$ cat src/sgd_pkg.sv
// Package for the serial gain/delay configuration write host.
// Assumes a single 200 MHz clock domain in the host.
package sgd_pkg;
	localparam int          SGD_WORD_BITS   = 7;
	localparam int          SGD_EDGES       = 14;
	localparam int          SGD_CLK_NS      = 5;
	// Interval minima in ns; device timing not given here, so plain defaults
	localparam int          SGD_SETUP_NS    = 50;
	localparam int          SGD_DATA_NS     = 100;
	localparam int          SGD_STRB_HI_NS  = 100;
	localparam int          SGD_HOLD_NS     = 100;
	localparam int          SGD_IDLE_NS     = 200;
	localparam int          SGD_SETUP_CYC   = (SGD_SETUP_NS + SGD_CLK_NS - 1) / SGD_CLK_NS;
	localparam int          SGD_DATA_CYC    = (SGD_DATA_NS + SGD_CLK_NS - 1) / SGD_CLK_NS;
	localparam int          SGD_STRB_HI_CYC = (SGD_STRB_HI_NS + SGD_CLK_NS - 1) / SGD_CLK_NS;
	localparam int          SGD_HOLD_CYC    = (SGD_HOLD_NS + SGD_CLK_NS - 1) / SGD_CLK_NS;
	localparam int          SGD_IDLE_CYC    = (SGD_IDLE_NS + SGD_CLK_NS - 1) / SGD_CLK_NS;
	localparam int          SGD_CNT_W       = 8;

	typedef enum logic [2:0]
	{
		SGD_IDLE  = 3'b000,
		SGD_SETUP = 3'b001,
		SGD_LOW   = 3'b010,
		SGD_HIGH  = 3'b011,
		SGD_HOLD  = 3'b100,
		SGD_REST  = 3'b101
	} sgd_state_e;
endpackage

$ cat src/sgd_host.sv
// Host that writes a seven-bit configuration word over select/strobe/data pins.
// Assumes i_word and i_start come from the i_mclk domain; pins go to the device.
`timescale 1ns/1ps

module sgd_host
	import sgd_pkg::*;
(
	input  wire logic                     i_mclk,
	input  wire logic                     i_rst_n,
	input  wire logic                     i_start,
	input  wire logic [SGD_WORD_BITS-1:0] i_word,
	output logic                          o_busy,
	output logic                          o_done,
	output logic                          o_select_n,
	output logic                          o_write_strobe_n,
	output logic                          o_sdata
);
	sgd_state_e                state;
	sgd_state_e                next_state;
	logic [SGD_CNT_W-1:0]      cnt;
	logic [SGD_CNT_W-1:0]      next_cnt;
	logic [SGD_WORD_BITS-1:0]  shreg;
	logic [3:0]                edges;
	logic [3:0]                next_edges;

	wire cnt_zero   = (cnt == '0);
	wire last_bit   = (edges == 4'(SGD_EDGES - 1));
	wire take_start = (state == SGD_IDLE) && i_start;

	// Timers load one less than the count so each phase lasts exactly that many cycles
	always_comb
	begin
		next_state = state;
		next_cnt   = cnt_zero ? cnt : cnt - 8'h01;
		next_edges = edges;
		case (state)
			SGD_IDLE:
			begin
				if (i_start)
				begin
					next_state = SGD_SETUP;
					next_cnt   = SGD_CNT_W'(SGD_SETUP_CYC - 1);
					next_edges = 4'h0;
				end
			end
			SGD_SETUP:
			begin
				if (cnt_zero)
				begin
					next_state = SGD_LOW;
					next_cnt   = SGD_CNT_W'(SGD_DATA_CYC - 1);
					next_edges = edges + 4'h1;
				end
			end
			SGD_LOW:
			begin
				if (cnt_zero)
				begin
					next_edges = edges + 4'h1;
					if (last_bit)
					begin
						next_state = SGD_HOLD;
						next_cnt   = SGD_CNT_W'(SGD_HOLD_CYC - 1);
					end
					else
					begin
						next_state = SGD_HIGH;
						next_cnt   = SGD_CNT_W'(SGD_STRB_HI_CYC - 1);
					end
				end
			end
			SGD_HIGH:
			begin
				if (cnt_zero)
				begin
					next_state = SGD_SETUP;
					next_cnt   = SGD_CNT_W'(SGD_SETUP_CYC - 1);
				end
			end
			SGD_HOLD:
			begin
				if (cnt_zero)
				begin
					next_state = SGD_REST;
					next_cnt   = SGD_CNT_W'(SGD_IDLE_CYC - 1);
				end
			end
			SGD_REST:
			begin
				if (cnt_zero)
					next_state = SGD_IDLE;
			end
			default:
				next_state = SGD_IDLE;
		endcase
	end

	// Advance data only when the strobe high gap ends, never on the rising edge
	// itself: the device captures on that edge, so the old bit must still stand
	wire bit_advance = (state == SGD_HIGH) && cnt_zero;
	wire [SGD_WORD_BITS-1:0] next_shreg = take_start ? i_word :
		bit_advance ? (shreg >> 1) : shreg;

	always_ff @(posedge i_mclk or negedge i_rst_n)
	begin
		if (!i_rst_n)
		begin
			state <= SGD_IDLE;
			cnt   <= '0;
			edges <= '0;
			shreg <= '0;
		end
		else
		begin
			state <= next_state;
			cnt   <= next_cnt;
			edges <= next_edges;
			shreg <= next_shreg;
		end
	end

	// Registered pins; derived from next state (o_done from the SGD_HOLD exit condition) to avoid a cycle of lag
	always_ff @(posedge i_mclk or negedge i_rst_n)
	begin
		if (!i_rst_n)
		begin
			o_select_n       <= 1'b1;
			o_write_strobe_n <= 1'b1;
			o_sdata          <= 1'b0;
			o_busy           <= 1'b0;
			o_done           <= 1'b0;
		end
		else
		begin
			o_select_n       <= (next_state == SGD_IDLE) || (next_state == SGD_REST);
			o_write_strobe_n <= (next_state != SGD_LOW);
			o_sdata          <= next_shreg[0];
			o_busy           <= (next_state != SGD_IDLE);
			o_done           <= (state == SGD_HOLD) && cnt_zero;
		end
	end

	// Helper counter of rising strobe edges inside one select window
	logic [3:0] rise_cnt;
	logic       strb_d;
	// Bit age saturates at 15; setup only needs a floor
	logic       sdata_d;
	logic [3:0] data_age;
	always_ff @(posedge i_mclk or negedge i_rst_n)
	begin
		if (!i_rst_n)
		begin
			rise_cnt <= '0;
			strb_d   <= 1'b1;
			sdata_d  <= 1'b0;
			data_age <= '0;
		end
		else
		begin
			strb_d   <= o_write_strobe_n;
			sdata_d  <= o_sdata;
			data_age <= (o_sdata != sdata_d) ? 4'h0 :
				(data_age == 4'hf) ? data_age : data_age + 4'h1;
			rise_cnt <= o_select_n ? 4'h0 :
				(o_write_strobe_n && !strb_d) ? rise_cnt + 4'h1 : rise_cnt;
		end
	end

	seven_rises_a: assert property (@(posedge i_mclk) disable iff (!i_rst_n)
		$rose(o_select_n) |-> $past(rise_cnt) == 4'h7)
		else $error("Write cycle did not have seven rising strobes");
	no_extra_rise_a: assert property (@(posedge i_mclk) disable iff (!i_rst_n)
		rise_cnt <= 4'h7)
		else $error("More than seven strobe pulses in a cycle");
	strobe_in_sel_a: assert property (@(posedge i_mclk) disable iff (!i_rst_n)
		!o_write_strobe_n |-> !o_select_n)
		else $error("Strobe low while select released");
	data_stable_a: assert property (@(posedge i_mclk) disable iff (!i_rst_n)
		!o_write_strobe_n && $past(!o_write_strobe_n) |-> $stable(o_sdata))
		else $error("Data changed while strobe low");
	low_width_a: assert property (@(posedge i_mclk) disable iff (!i_rst_n)
		$fell(o_write_strobe_n) |-> !o_write_strobe_n [*8])
		else $error("Strobe low too short");
	high_gap_a: assert property (@(posedge i_mclk) disable iff (!i_rst_n)
		$rose(o_write_strobe_n) && !o_select_n |-> o_write_strobe_n [*8])
		else $error("Strobe high gap too short");
	sel_hold_a: assert property (@(posedge i_mclk) disable iff (!i_rst_n)
		$rose(o_select_n) |-> $past(o_write_strobe_n, 2) && $past(!o_select_n, 2))
		else $error("Select released too soon after strobe");
	idle_gap_a: assert property (@(posedge i_mclk) disable iff (!i_rst_n)
		$rose(o_select_n) |-> o_select_n [*8])
		else $error("Select idle time too short");
	lsb_first_a: assert property (@(posedge i_mclk) disable iff (!i_rst_n)
		take_start ##1 1 |-> o_sdata == $past(i_word[0]))
		else $error("First bit not the least significant");
	data_hold_a: assert property (@(posedge i_mclk) disable iff (!i_rst_n)
		$rose(o_write_strobe_n) |-> $stable(o_sdata))
		else $error("Data changed at rising strobe");
	data_setup_a: assert property (@(posedge i_mclk) disable iff (!i_rst_n)
		$fell(o_write_strobe_n) |-> data_age >= 4'h8)
		else $error("Data not settled before strobe fell");

	cyc_cover_c:  cover property (@(posedge i_mclk) disable iff (!i_rst_n) $rose(o_select_n));
	start_cover_c: cover property (@(posedge i_mclk) disable iff (!i_rst_n) take_start);
	busy_start_c: cover property (@(posedge i_mclk) disable iff (!i_rst_n) o_busy && i_start);
	b2b_cover_c:  cover property (@(posedge i_mclk) disable iff (!i_rst_n)
		o_done ##[1:100] take_start);
endmodule

$ cat config.mk
export PLATFORM = sky130hd
export DESIGN_NAME = sgd_host
export DESIGN_NICKNAME = d
export VERILOG_FILES = /design/src/sgd_pkg.sv /design/src/sgd_host.sv
export SDC_FILE = /design/constraint.sdc
export NUM_CORES = 1
export LEC_CHECK = 0
export BUFFER_PORTS_ARGS = -buffer_cell sky130_fd_sc_hd__buf_2
export CAP_MARGIN = 10
export CELL_PAD_IN_SITES_DETAIL_PLACEMENT = 0
export CELL_PAD_IN_SITES_GLOBAL_PLACEMENT = 1
export CORE_ASPECT_RATIO = 0.5
export CORE_MARGIN = 8
export CORE_UTILIZATION = 44
export DETAILED_ROUTE_END_ITERATION = 7
export MAX_ROUTING_LAYER = met4
export PLACE_DENSITY_LB_ADDON = 0.1
export SYNTH_ARGS = -nofsm -noshare
export SYNTH_HDL_FRONTEND = slang
export SYNTH_SLANG_ARGS = --single-unit
export TNS_END_PERCENT = 100
$ cat constraint.sdc
create_clock -name i_mclk -period 2.4 [get_ports i_mclk]
set_input_delay 0.24 -clock i_mclk [delete_from_list [all_inputs] [get_ports i_mclk]]
set_output_delay 0.24 -clock i_mclk [all_outputs]
set_load 0.005 [all_outputs]
==> impl_metrics.tcl, run 1 <==
set metrics [dict create \
    setup_viol 0 \
    grt-busiest-layer "met1" \
    fin_crit_sh_pct 93.40 \
    p_per_area_mw_per_mm2 1188 \
    die_h_um 56.56 \
    vias 1146 \
    grt_overflow 0 \
    fin_nets 181 \
    pwr-share-comb_pct 40.7 \
    finalHoldViolCount 0 \
    p_leak_nw 0.7587 \
    synthDistinctLibCells 41 \
    cts_root_buffer "clkbuf_8" \
    crit_fanout 10 \
    fin_ws_ps 158.5 \
    synth_cells 151 \
    first_pass_iters 4 \
    ys.flop_type "dfrtp_1" \
    drc 0 \
    maxSlewViolCount 0 \
    fin_util_pct 53.71 \
    yosysSeqAreaShare_pct 45.12 \
    fin_crit_ps 2242 \
    clock_skew_ps 2.656 \
    routabilityCongestion 0.7782 \
    first_iter_violations 54 \
    start_util_pct 47.22 \
    n_antenna_cell 0 \
    max_clock_freq_mhz 446.1 \
    clkTransAtPathRegs_ps 90 \
    multiInputGateArea_um2 743.2 \
    grt_pass1_wl_mm 5.361 \
    clkPwrFrac_pct 18.8 \
    grt_max_degree 27 \
    seq_area_um2 653.1 \
    cp-start-kind "flop" \
    p_int_mw 1.192 \
    numCtsBuffers 3 \
    core_area_mm2 0.003065 \
    swShare_pct 39.06 \
    synth-edff-count 0 \
    totalWireLength_mm 3.147 \
    end_kind "flop" \
    io_pins 15 \
    wl_per_cell_um 15.28 \
    via_per_inst 5.563 \
    clock_sinks 26 \
    worst_pin_slew_ps 616.0 \
    relSlewSlack_pct 58.94 \
    cts.path.max_buffers 2 \
    hp-class "primary input to flop" \
    syn_nets 165 \
    critPathRequiredTime_ps 2550 \
    grt.met1_usage_pct 16.44 \
    gr-usage-all-layers_pct 11.94 \
    ctsHtreeMaxLevel 1 \
    grt_use_met2_pct 16.28 \
    area_delta_synth_final_pct 13.74 \
    dp_hpwl_mm 2.214 \
    p_total_mw 1.956 \
    arrival_ps 2400 \
    n_fill_cell 282 \
    synth_area_per_cell_um2 9.587 \
    crit_type "flop to flop" \
    use_met3_pct 4.512 \
    syn_area_mm2 0.001448 \
    power_frac_seq_pct 40.4 \
    status "complete, no violations" \
    drv_cap 0 \
    ys_seq_elements 26 \
    yosys_warnings 0 \
    async_flop_share_pct 100.0 \
    clk-insertion-delay-late_ps 270 \
    die_x_um 97.12 \
    grt_pass1_vias 1119 \
    cts_tree "built" \
    netSwitchingPower_mw 0.7639 \
    rows 14 \
    dieArea_mm2 0.005493 \
    cts_setup_buffers 0 \
    pre_cts_ws_ps 138.2 \
    io_buffers 14 \
    antenna_found_initial 0 \
    postRouteAntennaNets 0 \
    drive_gt1_share_pct 19.28 \
    vdd_drop_max_mv 0.6151 \
]
routing by layer:
metal,share of wire (%),up-vias
met3,5.7,0
met4,0,0
li1,-,577
met1,54,536
met2,40,33
met5,0,-
Yosys cell counts (all sizes together), types with 3 or more instances:
| master | number | share of area, % |
|---|---|---|
| o21ai | 15 | 5.2 |
| dfrtp | 24 | 41 |
| mux2i | 9 | 6.2 |
| o31ai | 3 | 1.6 |
| nand3 | 5 | 1.7 |
| inv | 7 | 1.8 |
| a31oi | 5 | 2.2 |
| nor3 | 3 | 1.0 |
| nor4 | 5 | 2.2 |
| nand2 | 16 | 4.1 |
| a21oi | 6 | 2.1 |
| nor2b | 3 | 1.3 |
| ha | 4 | 3.5 |
| buf | 5 | 1.8 |
| nor2 | 12 | 4.2 |
| or3 | 3 | 1.3 |
final cells by class:
| class | instances | area share (%) |
|---|---|---|
| multi-input cells | 111 | 45.14 |
| flip-flops and latches | 26 | 39.67 |
| repair buffers | 18 | 6.231 |
| well taps | 40 | 3.040 |
| clock buffers | 3 | 2.508 |
| clock inverters | 1 | 1.824 |
| inverters | 7 | 1.596 |
worst paths after layout:
check	start	slack [ps]	depth (start not counted)	endpoint
max reg2reg	cnt[1]$_DFF_PN0_	160	8	cnt[0]$_DFF_PN0_
max in group asynchronous	i_rst_n	1490	2	shreg[5]$_DFFE_PN0P_
min reg2reg	shreg[2]$_DFFE_PN0P_	490	2	shreg[2]$_DFFE_PN0P_
min	i_word[6]	210	2	shreg[6]$_DFFE_PN0P_
max	cnt[1]$_DFF_PN0_	160	8	cnt[0]$_DFF_PN0_
min in group asynchronous	i_rst_n	500	2	o_busy$_DFF_PN0_
repair_timing:
| item | in CTS | in global routing |
|---|---|---|
| endpoints found under the setup margin | 0 | 8 |
| gates resized for setup | 0 | 2 |
| endpoints found under the hold margin | 24 | 0 |
| hold buffers | 1 | 0 |
registers in the layout (all words and copies together) (netlist names):
signal	cells
shreg	7
o_select_n	1
o_busy	1
cnt	8
o_done	1
o_write_strobe_n	1
edges	4
state	3
logic make-up (layout without fill, tap and decap cells):
logic type / count (synthesis) / after routing / synth area share (%)
xor+xnor: 4 / 4 / 2.420
mux: 9 / 9 / 6.223
buf+inv: 14 / 29 / 4.148
fa+ha+maj: 4 / 4 / 3.457
flops: 26 / 26 / 45.12
compound gates: 38 / 38 / 15.99
simple gates: 56 / 56 / 22.65
worst max-delay path, stage by stage (launching register included):
cell	delay [ps]
dfrtp_1	450
inv_1	80
ha_1	260
or3b_4	460
nor2_8	140
inv_2	110
ha_1	300
a211oi_1	240
a21oi_1	80
through the flow:
| stage | cells | hold WS, ps | TNS (ps) | instance area (um^2) |
|---|---|---|---|---|
| global placement | 201 | 282.7 | 0 | 1556 |
| global route | 206 | 203.2 | -2.385 | 1647 |
| detailed placement | 201 | 289.4 | 0 | 1556 |
| CTS | 206 | 197.9 | 0 | 1638 |
| floorplan | 151 | -55.59 | 0 | 1448 |
| finish | 206 | 210.3 | 0 | 1647 |
placed cells by master (no fill, tap or decap), types with 2 or more instances in the layout:
| cell type | count |
|---|---|
| dfstp_2 | 2 |
| buf_4 | 3 |
| a21o_1 | 2 |
| xor2_1 | 2 |
| nor3_1 | 3 |
| nor2b_1 | 3 |
| clkbuf_8 | 3 |
| nand2_1 | 16 |
| nor2_1 | 11 |
| xnor2_1 | 2 |
| o21ai_0 | 15 |
| or3_1 | 3 |
| buf_2 | 14 |
| o31ai_1 | 3 |
| nor4_1 | 5 |
| dfrtp_1 | 24 |
| ha_1 | 4 |
| a21oi_1 | 6 |
| inv_1 | 6 |
| a31oi_1 | 4 |
| mux2i_1 | 9 |
| nand3_1 | 5 |
power by group through the flow:
stage | Combinational (mW) | Sequential (mW) | Clock, mW
final | 0.796 | 0.791 | 0.369
after floorplan | 0.636 | 0.734 | 0
after detailed placement | 0.772 | 0.800 | 0
after global placement | 0.778 | 0.801 | 0
after CTS | 0.781 | 0.792 | 0.380
after global routing | 0.912 | 0.818 | 0.393
(Power assumes the default switching activity.)
==> run 2, diff against run 1 <==
--- a/config.mk
+++ b/config.mk
@@ -11,7 +11,8 @@
 export CELL_PAD_IN_SITES_GLOBAL_PLACEMENT = 1
 export CORE_ASPECT_RATIO = 0.5
 export CORE_MARGIN = 8
-export CORE_UTILIZATION = 44
+export CORE_UTILIZATION = 30
+export CTS_BUF_LIST = sky130_fd_sc_hd__clkbuf_16
 export DETAILED_ROUTE_END_ITERATION = 7
 export MAX_ROUTING_LAYER = met4
 export PLACE_DENSITY_LB_ADDON = 0.1
==> run 2 against run 1 <==
The run now ends with negative hold slack left. First-iteration DRC count rose by 13%. Critical path depth unchanged. Flip-flop and latch count stayed put. Utilization decreased by 18 points. Cell area is 2.1% higher. Power increased by 1.2%. Sequential power up 2%. Worst hold slack got worse by 230 ps. Cell count up 14%.
==> impl_metrics.tcl, run 2 (same netlist as run 1, synthesis figures left out) <==
set metrics [dict create \
    drive_gt1_share_pct 18.79 \
    grt_pass1_vias 1119 \
    routabilityCongestion 0.8059 \
    cts.path.max_buffers 2 \
    core_area_mm2 0.004775 \
    n_antenna_cell 0 \
    maxSlewViolCount 0 \
    gr-usage-all-layers_pct 10.00 \
    crit_type "flop to flop" \
    reg_top3 "cnt: 8 flops, shreg: 7 flops, edges: 4 flops" \
    dieArea_mm2 0.007439 \
    clk-insertion-delay-late_ps 260 \
    cp_slowest_stage_delay_ps 450 \
    cp_common_cell "ha_1" \
    grt_max_degree 27 \
    dp_hpwl_mm 2.598 \
    grt_overflow 0 \
    setup.worst_path.start "cnt[0]$_DFF_PN0_" \
    io_pins 15 \
    dp_cells 231 \
    final_common_cell "dfrtp_1" \
    numCtsBuffers 3 \
    cp-start-kind "flop" \
    postRouteAntennaNets 0 \
    setup_viol 0 \
    clkTransAtPathRegs_ps 70 \
    cts_tree "built" \
    fin_tns_setup_ps 0 \
    largest_reg_flops 8 \
    grt_pass1_wl_mm 5.858 \
    hold_ws_ps -16.45 \
    finalHoldViolCount 15 \
    clock_skew_ps 6.839 \
    first_iter_violations 61 \
    antenna_found_initial 0 \
    die_h_um 65.12 \
    wl_per_cell_um 14.71 \
    mostFrequentLayoutCells "dfrtp_1 (24), nand2_1 (16), o21ai_0 (15)" \
    max_clock_freq_mhz 443.9 \
    hp-class "primary input to asynchronous set/reset pin" \
    top_register "cnt" \
    drc 0 \
    n_fill_cell 514 \
    clock_sinks 26 \
    r2r_start "cnt[0]$_DFF_PN0_" \
    relSlewSlack_pct 58.80 \
    crit_fanout 10 \
    io_buffers 14 \
    vdd_drop_max_mv 0.3706 \
    die_x_um 114.2 \
    area_delta_synth_final_pct 16.16 \
    start_util_pct 30.32 \
    failed_checks "negative hold slack" \
    p_leak_nw 0.7575 \
    critPathRequiredTime_ps 2530 \
    totalWireLength_mm 3.457 \
    path_buf_inv 2 \
    first_pass_iters 4 \
    end_kind "flop" \
    p_per_area_mw_per_mm2 1177 \
    status "complete, but fails checks" \
    fin_crit_ps 2253 \
    fin_nets 180 \
    path_delay_family "simple AND/OR/NAND/NOR gates" \
    via_per_inst 4.923 \
    cpMaxStageDelayCell "or3b_4" \
    vias 1157 \
    rows 18 \
    rsz0062_at_grt "false" \
    fin_crit_sh_pct 93.87 \
    arrival_ps 2380 \
    path_cells "inv_1 > ha_1 > or3b_4 > nor2_8 > inv_2 > ha_1 > a211oi_1 > a21oi_1" \
    drv_cap 0 \
    fin_cells 235 \
    worst_pin_slew_ps 615.4 \
    ctsHtreeMaxLevel 1 \
    cts_setup_buffers 0 \
    cts_root_buffer "clkbuf_16" \
]
## run 2: worst paths after layout
path                                         to  slack (ps)  cells past startpoint
max in group asynchronous      cnt[5]$_DFF_PN0_        2000                      1
min                        shreg[6]$_DFFE_PN0P_         -20                      1
max reg2reg                    cnt[0]$_DFF_PN0_         150                      8
min reg2reg                shreg[3]$_DFFE_PN0P_         480                      2
max                            cnt[0]$_DFF_PN0_         150                      8
min in group i_mclk        shreg[6]$_DFFE_PN0P_         220                      2
## run 2: where the power goes
group	internal [mW]	switching (mW)
Sequential	0.605	0.202
Clock	0.223	0.154
Combinational	0.364	0.432
Total	1.19	0.788
## run 2: area by class of cell
class                   instances  area [um^2]  area share (%)
multi-input cells             111        743.2           44.20
flip-flops and latches         26        653.1           38.84
repair buffers                 17        92.59           5.506
well taps                      70        87.58           5.208
clock buffers                   3        75.07           4.464
inverters                       7        26.28           1.563
clock inverters                 1        3.754          0.2232
## run 2: worst register-to-register path, cell delays in order (launching register included)
cell	delay (ps)
dfrtp_1	440
inv_1	80
ha_1	260
or3b_4	450
nor2_8	160
inv_2	130
ha_1	310
a211oi_1	240
a21oi_1	60
## run 2: repair_timing
item	in CTS	in global routing
hold buffers	0	0
gates resized for setup	0	2
setup endpoints to repair	0	3
## run 2: routing by layer
layer  wire length, um  up-vias  part of all wire [%]  global-route usage (%)
li1                  -      577                     -                       -
met1              1875      554                    54                   14.93
met2              1397       24                    40                   13.46
met3               153        2                   4.4                   1.920
met4                29        0                  0.84                   1.970
met5                 0        -                     0                       -
## run 2: metrics by stage
stage | instance area [um^2] | worst slack (ps) | hold slack [ps] | power (mW) | utilization [%]
after floorplan | 1448 | 347.7 | -55.59 | 1.370 | -
after global placement | 1594 | 143.0 | 293.0 | 1.596 | 33.39
after detailed placement | 1594 | 109.9 | 296.1 | 1.594 | 33.39
after CTS | 1673 | 92.62 | 5.296 | 1.983 | 35.04
after global routing | 1682 | 45.81 | 31.17 | 2.146 | 35.22
final | 1682 | 147.2 | -16.45 | 1.980 | 35.22
==> run 3, diff against run 2 <==
--- a/config.mk
+++ b/config.mk
@@ -5,6 +5,7 @@
 export SDC_FILE = /design/constraint.sdc
 export NUM_CORES = 1
 export LEC_CHECK = 0
+export ABC_AREA = 1
 export BUFFER_PORTS_ARGS = -buffer_cell sky130_fd_sc_hd__buf_2
 export CAP_MARGIN = 10
 export CELL_PAD_IN_SITES_DETAIL_PLACEMENT = 0
==> run 3 against run 2 <==
The run still ends with negative hold slack left. Flip-flop and latch count unchanged. Sequential power down 46%. Worst hold slack better by 6.0 ps. Global-route usage down 0.24 points. Clock power about the same. Fmax up 29%. Via count up 0.86%. Largest cell class unchanged.
==> impl_metrics.tcl, run 3 <==
set metrics [dict create \
    status "complete, but fails checks" \
    failed_checks "negative hold slack" \
    via_per_inst 4.198 \
    largest_reg_flops 8 \
    hp-class "primary input to asynchronous set/reset pin" \
    fin_util_pct 34.92 \
    fin_crit_ps 1741 \
    synth-edff-count 0 \
    numCtsBuffers 3 \
    antenna_found_initial 0 \
    vdd_drop_max_mv 0.2779 \
    drc 0 \
    first_pass_iters 4 \
    io_pins 15 \
    postRouteAntennaNets 0 \
    relSlewSlack_pct 58.97 \
    totalWireLength_mm 3.281 \
    ys.flop_type "dfrtp_1" \
    crit-reg2reg-capture "cnt[0]$_DFF_PN0_" \
    synthTopCellsByArea "dfrtp_1 (41%), nand2_1 (12%), inv_1 (7.0%), o21ai_0 (6.9%), nor2_1 (6.2%)" \
    worstRegToRegCells 7 \
    io_buffers 14 \
    worst-r2r-setup-slack_ps 660 \
    dieArea_mm2 0.007481 \
    synth.top_cell.area_share_pct 41.20 \
    ys_seq_elements 26 \
    routabilityCongestion 0.7443 \
    cts_setup_buffers 0 \
    yosys_warnings 0 \
    dpl_cell_area_mm2 0.001597 \
    crit_fanout 8 \
    mostFrequentLayoutCells "nand2_1 (47), inv_1 (27), nor2_1 (24), dfrtp_1 (24), o21ai_0 (20)" \
    fin_tns_setup_ps 0 \
    hold_ws_ps -10.48 \
    clock_skew_ps 2.188 \
    wl_per_cell_um 11.80 \
    ys_top_cells_by_count "nand2_1 (47), inv_1 (27), dfrtp_1 (24), nor2_1 (24), o21ai_0 (20)" \
    synth_area_per_cell_um2 7.592 \
    p_total_mw 0.8288 \
    finalHoldViolCount 24 \
    syn_nets 206 \
    max_clock_freq_mhz 574.5 \
    dp_cells 274 \
    clkTransAtPathRegs_ps 70 \
    grt_overflow 0 \
    drive_gt1_share_pct 17.31 \
    fin_nets 223 \
    r2r_start "cnt[0]$_DFF_PN0_" \
    area_delta_synth_final_pct 14.94 \
    hold_buffers 0 \
    first_iter_violations 72 \
    cts_tree "built" \
    die_h_um 65.29 \
    synthDistinctLibCells 26 \
    maxSlewViolCount 0 \
    rows 18 \
    synth_cells 192 \
    end_kind "flop" \
    grt_max_degree 27 \
    grt_pass1_vias 1115 \
    drv_cap 0 \
    n_antenna_cell 0 \
    syn_area_mm2 0.001458 \
    p_per_area_mw_per_mm2 494.7 \
    rsz0062_at_grt "false" \
    setup_viol 0 \
    synth_most_common_cell "nand2_1" \
    async_flop_share_pct 100.0 \
    cts.path.max_buffers 2 \
    clock_sinks 26 \
    critPathRequiredTime_ps 2540 \
    worst_pin_slew_ps 615.4 \
    die_x_um 114.6 \
    gr-usage-all-layers_pct 9.766 \
    fin_crit_sh_pct 72.53 \
    arrival_ps 1880 \
    p_leak_nw 0.8354 \
    ctsHtreeMaxLevel 1 \
    start_util_pct 30.39 \
    n_fill_cell 528 \
    cts_root_buffer "clkbuf_16" \
    dp_hpwl_mm 2.456 \
    fin_cells 278 \
    yosysSeqAreaShare_pct 44.81 \
    clk-insertion-delay-late_ps 260 \
    grt_pass1_wl_mm 5.609 \
    yosysTopAreaCell "dfrtp_1" \
    crit_type "flop to flop" \
    final_common_cell "nand2_1" \
    final_area_mm2 0.001675 \
    cp-start-kind "flop" \
    core_area_mm2 0.004797 \
    vias 1167 \
    reg_top3 "cnt: 8 flops, shreg: 7 flops, edges: 4 flops" \
    top_register "cnt" \
    ctsResizeCount 0 \
]
## run 3: changes by cell type after synthesis, moves of 4 or more
| cell | change |
|---|---|
| nand2_1 | +31 |
| inv_1 | +21 |
| nor2_1 | +13 |
| mux2i_1 | -9 |
| nand3_1 | +5 |
| nor2_2 | +5 |
| nor4_1 | -5 |
| o21ai_0 | +5 |
| a31oi_1 | -4 |
| inv_2 | +4 |
## run 3: where the power goes
part	internal (mW)	total [mW]	switching, mW
logic	0.00508	0.0161	0.0110
clock network	0.223	0.374	0.151
registers	0.438	0.438	0
total	0.666	0.829	0.162
## run 3: through the flow
stage          hold WS, ps  setup slack (ps)
6_report            -10.48             659.3
5_1_grt              50.82             451.6
4_1_cts              20.92             653.0
2_1_floorplan       -55.59             830.1
3_3_place_gp         293.6             723.8
3_5_place_dp         307.9             694.1
## run 3: worst max path at each step
stage / startpoint / slack [ps] / depth (start not counted) / end
3_3_place_gp: cnt[0]$_DFF_PN0_ / 720 / 9 / shreg[0]$_DFFE_PN0P_
3_5_place_dp: cnt[0]$_DFF_PN0_ / 690 / 8 / cnt[0]$_DFF_PN0_
6_report: cnt[0]$_DFF_PN0_ / 660 / 7 / cnt[0]$_DFF_PN0_
5_1_grt: cnt[0]$_DFF_PN0_ / 450 / 9 / shreg[0]$_DFFE_PN0P_
2_1_floorplan: cnt[0]$_DFF_PN0_ / 830 / 8 / cnt[0]$_DFF_PN0_
4_1_cts: cnt[0]$_DFF_PN0_ / 650 / 7 / cnt[0]$_DFF_PN0_
## run 3: area by class of cell
type,instances,area (um^2),share of cell area (%)
Clock buffer,3,75.07,4.481
Clock inverter,1,3.754,0.2240
Inverter,32,120.1,7.170
Multi-Input combinational cell,132,665.6,39.73
Sequential cell,26,653.1,38.98
Tap cell,70,87.58,5.228
Timing Repair Buffer,14,70.07,4.182
## run 3: layer usage
layer	vias up	global-route usage (%)	routed length, um
met5	-	-	0
li1	635	-	-
met3	2	3.199	113
met1	516	12.78	1754
met2	14	14.62	1399
met4	0	1.478	13
## run 3: critical path, stage by stage (launching register included)
cell and delay, ps:
dfrtp_1 390, inv_1 60, ha_1 230, nand2_1 90, nor2_2 190, nand2_4 130, ha_1 200, o311ai_0 330
## run 3: cells by family after synthesis
group	count (synthesis)	synth area share (%)
AND/OR/NAND/NOR	95	28.84
adder cells (fa/ha/maj)	4	3.434
flip-flops	26	44.81
XOR/XNOR	2	1.202
AO/OA/AOI/OAI	31	12.19
buffers and inverters	34	9.528
